## src/hdl/ptc_defs.vh

```
// Register offsets, field positions and reset values of the time counter
`ifndef PTC_DEFS_VH
`define PTC_DEFS_VH

// ----------------------------------------------------------------------
// Register byte offsets
// ----------------------------------------------------------------------
`define PTC_OFF_CONTROL      8'h00
`define PTC_OFF_EVENT        8'h04
`define PTC_OFF_ADDEND       8'h08
`define PTC_OFF_ACCUM        8'h0c
`define PTC_OFF_TEST         8'h10
`define PTC_OFF_RAW_LOW      8'h18
`define PTC_OFF_RAW_HIGH     8'h1c
`define PTC_OFF_SYS_LOW      8'h20
`define PTC_OFF_SYS_HIGH     8'h24
`define PTC_OFF_TARGET_LOW   8'h28
`define PTC_OFF_TARGET_HIGH  8'h2c
`define PTC_OFF_SNAP_LOW     8'h30
`define PTC_OFF_SNAP_HIGH    8'h34

// ----------------------------------------------------------------------
// Field positions
// ----------------------------------------------------------------------
`define PTC_CTL_TARGET_MASK  1
`define PTC_CTL_SNAP_MASK    2
`define PTC_EVT_TARGET_PEND  1
`define PTC_EVT_SNAP_FLAG    2
`define PTC_TST_ENABLE       0
`define PTC_TST_SEL_LSB      1
`define PTC_TST_SEL_MSB      2

// ----------------------------------------------------------------------
// Test output select codes and observed time bits
// ----------------------------------------------------------------------
`define PTC_SEL_PEND         2'h0
`define PTC_SEL_BIT12        2'h2
`define PTC_SEL_BIT14        2'h3
`define PTC_OBS_BIT10        10
`define PTC_OBS_BIT12        12
`define PTC_OBS_BIT14        14

// ----------------------------------------------------------------------
// Reset values and bus answers
// ----------------------------------------------------------------------
`define PTC_RST_WORD         32'h0000_0000
`define PTC_RST_TIME         64'h0000_0000_0000_0000
`define PTC_RST_TARGET_PEND  1'b1
`define PTC_RESP_OKAY        2'h0
`define PTC_RESP_SLVERR      2'h2

`endif

```

## src/hdl/ptc_top.v

```verilog
// Precision time counter with AXI4-Lite register slave
// ----------------------------------------------------------------------
// How it works
// - Test enable bit 0, reset clear, routes a selected signal to observe output.
// - Select 10 drives time bit 12; select 11 drives time bit 14.
// - Select 00 drives target pending flag; select 01 drives time bit 10.
// - Raw low returns live time bits 31:0, read-only, writes ignored.
// - Raw low read latches nothing; raw high returns live upper half.
// - 64-bit loadable up-counter advancing only on accumulator rollover.
// - Addend summed into 32-bit accumulator each cycle; carry increments timer.
// - System low read copies upper half to temp register for high read.
// - Low write held; high write loads all 64 bits at once.
// - Software load beats a coinciding rollover increment.
// - 64-bit target time, reset zero; irq when time >= target and masked in.
// - Target pending sticky until written one; reload target before clearing.
// - Rising trigger edge copies full time into read-only snapshot pair.
// - Trigger input synchronized to the clock before capture.
// - Trigger is strictly an input to this block.
// - Capture sets the snapshot flag in the event register.
// - Flag cleared by writing one; next capture on next rising trigger.
// - Snapshot flag raises irq only while its mask bit is set.
// ----------------------------------------------------------------------
//
// The AXI4-Lite slave port was decided locally.
`timescale 1ns/100ps
`include "ptc_defs.vh"

module ptc_top (
  input  wire        core_clk_i,
  input  wire        rstn_i,
  input  wire [7:0]  s_axi_awaddr_i,
  input  wire        s_axi_awvalid_i,
  output reg         s_axi_awready_o,
  input  wire [31:0] s_axi_wdata_i,
  input  wire [3:0]  s_axi_wstrb_i,
  input  wire        s_axi_wvalid_i,
  output reg         s_axi_wready_o,
  output reg  [1:0]  s_axi_bresp_o,
  output reg         s_axi_bvalid_o,
  input  wire        s_axi_bready_i,
  input  wire [7:0]  s_axi_araddr_i,
  input  wire        s_axi_arvalid_i,
  output reg         s_axi_arready_o,
  output reg  [31:0] s_axi_rdata_o,
  output reg  [1:0]  s_axi_rresp_o,
  output reg         s_axi_rvalid_o,
  input  wire        s_axi_rready_i,
  input  wire        aux_slave_trigger_i,
  output reg         timesync_irq_o,
  output reg         test_observe_out_o
);

  // --------------------------------------------------------------------
  // State
  // --------------------------------------------------------------------
  reg  [63:0] sys_time;
  reg  [31:0] accum;
  reg  [31:0] addend;
  reg  [31:0] hold_low;
  reg  [31:0] temp_high;
  reg  [63:0] target_time;
  reg  [63:0] snap_time;
  reg         mask_target;
  reg         mask_snap;
  reg         target_pend;
  reg         snap_flag;
  reg         test_enable;
  reg  [1:0]  test_sel;
  reg         trig_meta;
  reg         trig_sync;
  reg         trig_prev;
  reg         aw_held;
  reg         w_held;
  reg  [7:0]  aw_addr;
  reg  [31:0] w_data;
  reg  [3:0]  w_strb;

  // --------------------------------------------------------------------
  // Handshakes, carry and trigger edge
  // --------------------------------------------------------------------
  wire [32:0] accum_sum  = {1'b0, accum} + {1'b0, addend};
  wire        roll_pulse = accum_sum[32];
  wire        aw_take    = s_axi_awvalid_i & s_axi_awready_o;
  wire        w_take     = s_axi_wvalid_i & s_axi_wready_o;
  wire        ar_take    = s_axi_arvalid_i & s_axi_arready_o;
  // One write in flight; the next waits until the answer is taken
  wire        wr_en      = aw_held & w_held & ~s_axi_bvalid_o;
  wire [31:0] wr_word    = w_data;
  // Edge taken on the synchronised level, never on the first stage
  wire        trig_rise  = trig_sync & ~trig_prev;

  // --------------------------------------------------------------------
  // Byte-lane merge of a write into an existing word
  // --------------------------------------------------------------------
  function [31:0] ptc_merge;
    input [31:0] old_val;
    input [31:0] new_val;
    input [3:0]  strb;
    integer i;
    begin
      ptc_merge = old_val;
      for (i = 0; i < 4; i = i + 1) begin
        if (strb[i]) begin
          ptc_merge[i*8 +: 8] = new_val[i*8 +: 8];
        end
      end
    end
  endfunction

  // --------------------------------------------------------------------
  // Register write decode
  // --------------------------------------------------------------------
  wire wr_ctl     = wr_en & (aw_addr == `PTC_OFF_CONTROL);
  wire wr_evt     = wr_en & (aw_addr == `PTC_OFF_EVENT);
  wire wr_addend  = wr_en & (aw_addr == `PTC_OFF_ADDEND);
  wire wr_accum   = wr_en & (aw_addr == `PTC_OFF_ACCUM);
  wire wr_test    = wr_en & (aw_addr == `PTC_OFF_TEST);
  wire wr_sys_lo  = wr_en & (aw_addr == `PTC_OFF_SYS_LOW);
  wire wr_sys_hi  = wr_en & (aw_addr == `PTC_OFF_SYS_HIGH);
  wire wr_tgt_lo  = wr_en & (aw_addr == `PTC_OFF_TARGET_LOW);
  wire wr_tgt_hi  = wr_en & (aw_addr == `PTC_OFF_TARGET_HIGH);
  // Write-one-to-clear bits of the event register
  wire [31:0] evt_bits = ptc_merge(32'h0000_0000, wr_word, w_strb);

  // --------------------------------------------------------------------
  // Address decode
  // --------------------------------------------------------------------
  function ptc_mapped;
    input [7:0] addr;
    begin
      case (addr)
        `PTC_OFF_CONTROL,
        `PTC_OFF_EVENT,
        `PTC_OFF_ADDEND,
        `PTC_OFF_ACCUM,
        `PTC_OFF_TEST,
        `PTC_OFF_RAW_LOW,
        `PTC_OFF_RAW_HIGH,
        `PTC_OFF_SYS_LOW,
        `PTC_OFF_SYS_HIGH,
        `PTC_OFF_TARGET_LOW,
        `PTC_OFF_TARGET_HIGH,
        `PTC_OFF_SNAP_LOW,
        `PTC_OFF_SNAP_HIGH: ptc_mapped = 1'b1;
        default:            ptc_mapped = 1'b0;
      endcase
    end
  endfunction

  // --------------------------------------------------------------------
  // Write channels
  // --------------------------------------------------------------------
  always @(posedge core_clk_i or negedge rstn_i) begin
    if (!rstn_i) begin
      aw_held         <= 1'b0;
      w_held          <= 1'b0;
      aw_addr         <= 8'h00;
      w_data          <= `PTC_RST_WORD;
      w_strb          <= 4'h0;
      s_axi_awready_o <= 1'b0;
      s_axi_wready_o  <= 1'b0;
      s_axi_bvalid_o  <= 1'b0;
      s_axi_bresp_o   <= `PTC_RESP_OKAY;
    end else begin
      if (aw_take) begin
        aw_held <= 1'b1;
        aw_addr <= {s_axi_awaddr_i[7:2], 2'h0};
      end
      if (w_take) begin
        w_held <= 1'b1;
        w_data <= s_axi_wdata_i;
        w_strb <= s_axi_wstrb_i;
      end
      // Ready reopens only a cycle after the answer is taken
      s_axi_awready_o <= ~aw_held & ~aw_take & ~s_axi_bvalid_o;
      s_axi_wready_o  <= ~w_held & ~w_take & ~s_axi_bvalid_o;
      if (wr_en) begin
        aw_held         <= 1'b0;
        w_held          <= 1'b0;
        s_axi_bvalid_o  <= 1'b1;
        s_axi_bresp_o   <= ptc_mapped(aw_addr) ? `PTC_RESP_OKAY : `PTC_RESP_SLVERR;
        s_axi_awready_o <= 1'b0;
        s_axi_wready_o  <= 1'b0;
      end else if (s_axi_bvalid_o && s_axi_bready_i) begin
        s_axi_bvalid_o  <= 1'b0;
      end
    end
  end

  // --------------------------------------------------------------------
  // Read channel
  // --------------------------------------------------------------------
  // Read word chosen from the address still on the bus at the take
  reg [31:0] rd_mux;
  always @* begin
    case ({s_axi_araddr_i[7:2], 2'h0})
      `PTC_OFF_CONTROL:     rd_mux = {29'h0, mask_snap, mask_target, 1'b0};
      `PTC_OFF_EVENT:       rd_mux = {29'h0, snap_flag, target_pend, 1'b0};
      `PTC_OFF_ADDEND:      rd_mux = addend;
      `PTC_OFF_ACCUM:       rd_mux = accum;
      `PTC_OFF_TEST:        rd_mux = {29'h0, test_sel, test_enable};
      `PTC_OFF_RAW_LOW:     rd_mux = sys_time[31:0];
      `PTC_OFF_RAW_HIGH:    rd_mux = sys_time[63:32];
      `PTC_OFF_SYS_LOW:     rd_mux = sys_time[31:0];
      `PTC_OFF_SYS_HIGH:    rd_mux = temp_high;
      `PTC_OFF_TARGET_LOW:  rd_mux = target_time[31:0];
      `PTC_OFF_TARGET_HIGH: rd_mux = target_time[63:32];
      `PTC_OFF_SNAP_LOW:    rd_mux = snap_time[31:0];
      `PTC_OFF_SNAP_HIGH:   rd_mux = snap_time[63:32];
      default:              rd_mux = `PTC_RST_WORD;
    endcase
  end

  always @(posedge core_clk_i or negedge rstn_i) begin
    if (!rstn_i) begin
      s_axi_arready_o <= 1'b0;
      s_axi_rvalid_o  <= 1'b0;
      s_axi_rdata_o   <= `PTC_RST_WORD;
      s_axi_rresp_o   <= `PTC_RESP_OKAY;
      temp_high       <= `PTC_RST_WORD;
    end else begin
      if (ar_take) begin
        s_axi_arready_o <= 1'b0;
        s_axi_rvalid_o  <= 1'b1;
        s_axi_rdata_o   <= rd_mux;
        s_axi_rresp_o   <= ptc_mapped({s_axi_araddr_i[7:2], 2'h0}) ?
                           `PTC_RESP_OKAY : `PTC_RESP_SLVERR;
        // Only the loadable view latches; the raw view does not
        if ({s_axi_araddr_i[7:2], 2'h0} == `PTC_OFF_SYS_LOW) begin
          temp_high <= sys_time[63:32];
        end
      end else if (s_axi_rvalid_o && s_axi_rready_i) begin
        s_axi_rvalid_o  <= 1'b0;
        s_axi_arready_o <= 1'b1;
      end else if (!s_axi_rvalid_o) begin
        s_axi_arready_o <= 1'b1;
      end
    end
  end

  // --------------------------------------------------------------------
  // Control, test and addend registers
  // --------------------------------------------------------------------
  always @(posedge core_clk_i or negedge rstn_i) begin
    if (!rstn_i) begin
      mask_target <= 1'b0;
      mask_snap   <= 1'b0;
      test_enable <= 1'b0;
      test_sel    <= 2'h0;
      addend      <= `PTC_RST_WORD;
      hold_low    <= `PTC_RST_WORD;
    end else begin
      if (wr_ctl && w_strb[0]) begin
        mask_target <= wr_word[`PTC_CTL_TARGET_MASK];
        mask_snap   <= wr_word[`PTC_CTL_SNAP_MASK];
      end
      if (wr_test && w_strb[0]) begin
        test_enable <= wr_word[`PTC_TST_ENABLE];
        test_sel    <= wr_word[`PTC_TST_SEL_MSB:`PTC_TST_SEL_LSB];
      end
      if (wr_addend) begin
        addend <= ptc_merge(addend, wr_word, w_strb);
      end
      if (wr_sys_lo) begin
        hold_low <= ptc_merge(hold_low, wr_word, w_strb);
      end
    end
  end

  // --------------------------------------------------------------------
  // Accumulator and system timer
  // --------------------------------------------------------------------
  always @(posedge core_clk_i or negedge rstn_i) begin
    if (!rstn_i) begin
      accum <= `PTC_RST_WORD;
    end else if (wr_accum) begin
      accum <= ptc_merge(accum, wr_word, w_strb);
    end else begin
      accum <= accum_sum[31:0];
    end
  end

  always @(posedge core_clk_i or negedge rstn_i) begin
    if (!rstn_i) begin
      sys_time <= `PTC_RST_TIME;
    end else begin
      if (wr_sys_hi) begin
        // Load wins; the rollover of this cycle is dropped
        sys_time <= {ptc_merge(sys_time[63:32], wr_word, w_strb), hold_low};
      end else if (roll_pulse) begin
        sys_time <= sys_time + 64'h0000_0000_0000_0001;
      end
    end
  end

  // --------------------------------------------------------------------
  // Target time and pending flag
  // --------------------------------------------------------------------
  // Full 64-bit compare; pending follows it while the target is met
  wire target_hit = (sys_time >= target_time);

  always @(posedge core_clk_i or negedge rstn_i) begin
    if (!rstn_i) begin
      target_time <= `PTC_RST_TIME;
      // Time 0 already meets target 0
      target_pend <= `PTC_RST_TARGET_PEND;
    end else begin
      if (wr_tgt_lo) begin
        target_time[31:0] <= ptc_merge(target_time[31:0], wr_word, w_strb);
      end
      if (wr_tgt_hi) begin
        target_time[63:32] <= ptc_merge(target_time[63:32], wr_word, w_strb);
      end
      // Set beats a write-one clear in the same cycle
      if (target_hit) begin
        target_pend <= 1'b1;
      end else if (wr_evt && evt_bits[`PTC_EVT_TARGET_PEND]) begin
        target_pend <= 1'b0;
      end
    end
  end

  // --------------------------------------------------------------------
  // Auxiliary slave snapshot
  // --------------------------------------------------------------------
  always @(posedge core_clk_i or negedge rstn_i) begin
    if (!rstn_i) begin
      trig_meta <= 1'b0;
      trig_sync <= 1'b0;
      // Idle level of the trigger, so reset makes no false edge
      trig_prev <= 1'b0;
      snap_time <= `PTC_RST_TIME;
      snap_flag <= 1'b0;
    end else begin
      trig_meta <= aux_slave_trigger_i;
      trig_sync <= trig_meta;
      trig_prev <= trig_sync;
      // A set flag blocks new captures until software clears it
      if (trig_rise && !snap_flag) begin
        snap_time <= sys_time;
        snap_flag <= 1'b1;
      end else if (wr_evt && evt_bits[`PTC_EVT_SNAP_FLAG]) begin
        snap_flag <= 1'b0;
      end
    end
  end

  // --------------------------------------------------------------------
  // Test observation select
  // --------------------------------------------------------------------
  reg next_observe;
  always @* begin
    case (test_sel)
      `PTC_SEL_PEND:  next_observe = target_pend;
      `PTC_SEL_BIT12: next_observe = sys_time[`PTC_OBS_BIT12];
      `PTC_SEL_BIT14: next_observe = sys_time[`PTC_OBS_BIT14];
      default:        next_observe = sys_time[`PTC_OBS_BIT10];
    endcase
  end

  // --------------------------------------------------------------------
  // Interrupt request and test observation output
  // --------------------------------------------------------------------
  always @(posedge core_clk_i or negedge rstn_i) begin
    if (!rstn_i) begin
      timesync_irq_o     <= 1'b0;
      test_observe_out_o <= 1'b0;
    end else begin
      timesync_irq_o     <= (target_pend & mask_target) | (snap_flag & mask_snap);
      test_observe_out_o <= test_enable & next_observe;
    end
  end

endmodule // ptc_top

```

## config.mk

```make
export PLATFORM = sky130hd
export DESIGN_NAME = ptc_top
export DESIGN_NICKNAME = d
export VERILOG_FILES = /design/src/hdl/ptc_top.v
export VERILOG_INCLUDE_DIRS = /design/src /design/src/hdl
export SDC_FILE = /design/constraint.sdc
export NUM_CORES = 1
export LEC_CHECK = 0
export BUFFER_PORTS_ARGS = -buffer_cell sky130_fd_sc_hd__buf_2
export CORE_ASPECT_RATIO = 1.25
export CORE_MARGIN = 3
export CORE_UTILIZATION = 69
export CTS_BUF_LIST = sky130_fd_sc_hd__clkbuf_4
export DETAILED_ROUTE_END_ITERATION = 10
export GPL_ROUTABILITY_DRIVEN = 0
export PLACE_DENSITY_LB_ADDON = 0.15
export SYNTH_ARGS = -nofsm -noshare
export SYNTH_HDL_FRONTEND = slang
export SYNTH_SLANG_ARGS = --single-unit
```

## constraint.sdc

```tcl
create_clock -name core_clk_i -period 7.7 [get_ports core_clk_i]
set_clock_uncertainty 0.15 [all_clocks]
set_input_delay 1.54 -clock core_clk_i [delete_from_list [all_inputs] [get_ports core_clk_i]]
set_output_delay 1.54 -clock core_clk_i [all_outputs]
set_load 0.005 [all_outputs]
```

==> impl_metrics.ini <==
[worst_setup_path]
worstPathMaxFanout = 20
cp.required_ps = 8280
reg2reg_depth = 12
cp-start-kind = register
crit_type = reg -> reg
critPathArrivalTime_ps = 4830
critPathCaptureType = register

[route]
wl_per_cell_um = 23.63
detailedRoute.firstIterationViolations = 2282
routed_via_density = 6.842
dr.pass1.iters = 9
ant_nets = 0
drt-total-wl_um = 62420
vias = 18070
drc_errors = 0

[floorplanning]
ios = 103
start_util = 0.7047
dieArea_um2 = 34030
rows = 72
die_h_um = 205.5
die_x_um = 165.6
core_um2 = 31170

[yosys]
syn_inst = 2050
synth_top_area_frac = 0.4716
yosys_register_bits = 415
yosysTopAreaCell = dfrtp_1
synth_edf_count = 0
synthTopCellsByCount = dfrtp_1, mux2_2, nand2_1
synth.most_common_cell = dfrtp_1
netlist_top_cells_area = dfrtp_1, mux2_2, ha_1
ys_seq_area_frac = 0.4728
synth_flop_cell = dfrtp_1
async_reset_ff_frac = 1.000
synth_area_um2 = 21970
synth_area_per_cell_um2 = 10.72
synth_cell_types = 85
yosysWarnings = 0

[grt]
first_global_vias = 17780
grt_pass1_wl_um = 96930
grt_remaining_overflow = 0
antenna_found_initial = 2
grt_max_degree = 154
grt_use_total = 0.3695

[run]
cap_violations = 0

[placement]
hpwl_um = 40440
io_buffers = 96
post-place-ws_ps = 3285
dp_cells = 2463

[power_and_ir_drop]
switching_share = 0.3799
combPwrFrac = 0.310
leakage_nw = 11.38
p_switching_mw = 2.863
clock_power_share = 0.238
seqPwrFrac = 0.453
p_per_area_nw_per_um2 = 313.9
p_int_mw = 4.672
ir_drop_mv = 0.2663

[sta]
tightest_slew_ps = 1314
period_share = 0.5511
clock.fmax_mhz = 235.7
finalSetupViolations = 0
setup_tns_ps = 0
period_needed_ps = 4243
slew_headroom = 0.1184
hold_violations = 0
rsz0062_at_grt = false
layout_setup_ws_ps = 3457
final-max-slew-violation-count = 0

[cts]
clk_latency_ps = 800
cts_buffers = 101
ctsResizeCount = 0
post_cts_buffers = 0
ctsHtreeMaxLevel = 3
clkSlewWorstSetupHoldPaths_ps = 60
cts_root_buf = clkbuf_4
cts_buffer_depth = 3
tritoncts = done
hold_buffers = 0
clock_sinks = 415

[worst_hold_path]
hold_path_depth = 0
min_path_type = reg -> reg

[layout]
fill_cells = 2140
fin_cells = 2641
syn_to_final_growth_pct = 9.273
fin_nets = 2317
layout-drive-gt1-share = 0.2581

[status]
outcome = complete, no violations
## sequential cells by signal (all words and copies together), names as in the netlist, 2 cells and up
| signal | cells |
|---|---|
| w_strb | 4 |
| aw_addr | 6 |
| target_time | 64 |
| snap_time | 64 |
| accum | 32 |
| hold_low | 32 |
| sys_time | 64 |
| addend | 32 |
| temp_high | 32 |
| s_axi_rdata_o | 32 |
| test_sel | 2 |
| w_data | 32 |
## logic make-up (layout without fill, tap and decap cells)
kind of cell	after synthesis	after routing	share of synthesized area
compound gates	498	498	0.1540
xor+xnor	55	55	0.02193
fa+ha+maj	98	98	0.05616
buf+inv	195	376	0.03463
flops	415	415	0.4728
mux	301	301	0.1529
other cells	1	4	0.0001707
simple gates	487	487	0.1074
## power by group through the flow
stage	Combinational [mW]	Clock, mW	Sequential (mW)
final	2.33	1.79	3.41
after global routing	2.56	1.93	3.47
after CTS	2.30	1.81	3.38
after detailed placement	2.28	0	3.41
after global placement	2.18	0	3.38
after floorplan	1.77	0	3.08
## area by class of cell
type	instances	area (um^2)	share of cell area
Tap cell	407	509.2	0.02122
Inverter	85	319.1	0.01329
Sequential cell	415	10390	0.4327
Clock buffer	148	1111	0.04629
Multi-Input combinational cell	1441	10880	0.4533
Antenna cell	2	5.005	0.0002085
Timing Repair Buffer	115	658.1	0.02742
Clock inverter	28	132.6	0.005525
## per-layer routing
| metal | wire, um | GRT usage | vias up | part of all wire |
|---|---|---|---|---|
| met5 | 0 | 0 | - | 0 |
| met4 | 3495 | 0.1944 | 0 | 0.056 |
| met3 | 6322 | 0.08659 | 273 | 0.10 |
| met2 | 28980 | 0.5816 | 1078 | 0.46 |
| met1 | 23620 | 0.4767 | 8878 | 0.38 |
| li1 | - | - | 7842 | - |
## path summary, 6_finish.rpt
kind | start | end | slack (ps)
max in group asynchronous | rstn_i | temp_high[24]$_DFFE_PN0P_ | 5370
min in group asynchronous | rstn_i | sys_time[6]$_DFFE_PN0P_ | 660
hold / removal | trig_meta$_DFF_PN0_ | trig_sync$_DFF_PN0_ | 210
setup / recovery | addend[0]$_DFFE_PN0P_ | sys_time[63]$_DFFE_PN0P_ | 3460
setup reg to reg | addend[0]$_DFFE_PN0P_ | sys_time[63]$_DFFE_PN0P_ | 3460
hold reg to reg | trig_meta$_DFF_PN0_ | trig_sync$_DFF_PN0_ | 210
## worst max-delay path: stages (launching register included)
cell	delay [ps]
dfrtp_1	370
ha_1	190
inv_1	60
fa_1	410
and2b_1	240
o2111a_1	240
o21ai_2	150
o2111a_1	360
nor4_4	400
or2_1	870
nand3_1	300
or3_1	390
nand3_1	100
## placed cells by master, fill, tap and decap left out, types with 8 or more instances in the layout
master,Yosys,final
a211oi_1,14,14
a21o_1,40,40
a21oi_1,126,126
a221oi_1,33,33
a222oi_1,30,30
a22oi_1,63,63
and2_1,12,10
and3_1,15,15
buf_2,7,95
buf_4,3,17
clkbuf_4,0,148
clkinv_1,0,23
dfrtp_1,414,414
ha_1,97,97
inv_1,84,84
mux2_2,267,267
mux2i_1,33,33
nand2_1,143,143
nand2b_1,11,11
nand3_1,84,84
nand4_1,28,28
nor2_1,111,104
nor2b_1,8,8
nor3_1,22,20
nor4_1,8,8
o21a_1,12,12
o21ai_0,101,101
o22ai_1,8,8
or3_1,10,9
xnor2_1,33,33
xor2_1,22,22
## per-stage QoR
stage	utilization	instance area [um^2]	power [mW]	hold slack, ps
after global placement	0.7300	22750	5.558	188.4
final	0.7701	24000	7.536	208.0
after CTS	0.7699	24000	7.491	212.4
after floorplan	-	21970	4.850	181.2
after global routing	0.7700	24000	7.962	216.6
after detailed placement	0.7300	22750	5.696	191.1
No activity file was read; power rests on OpenSTA's default activity.
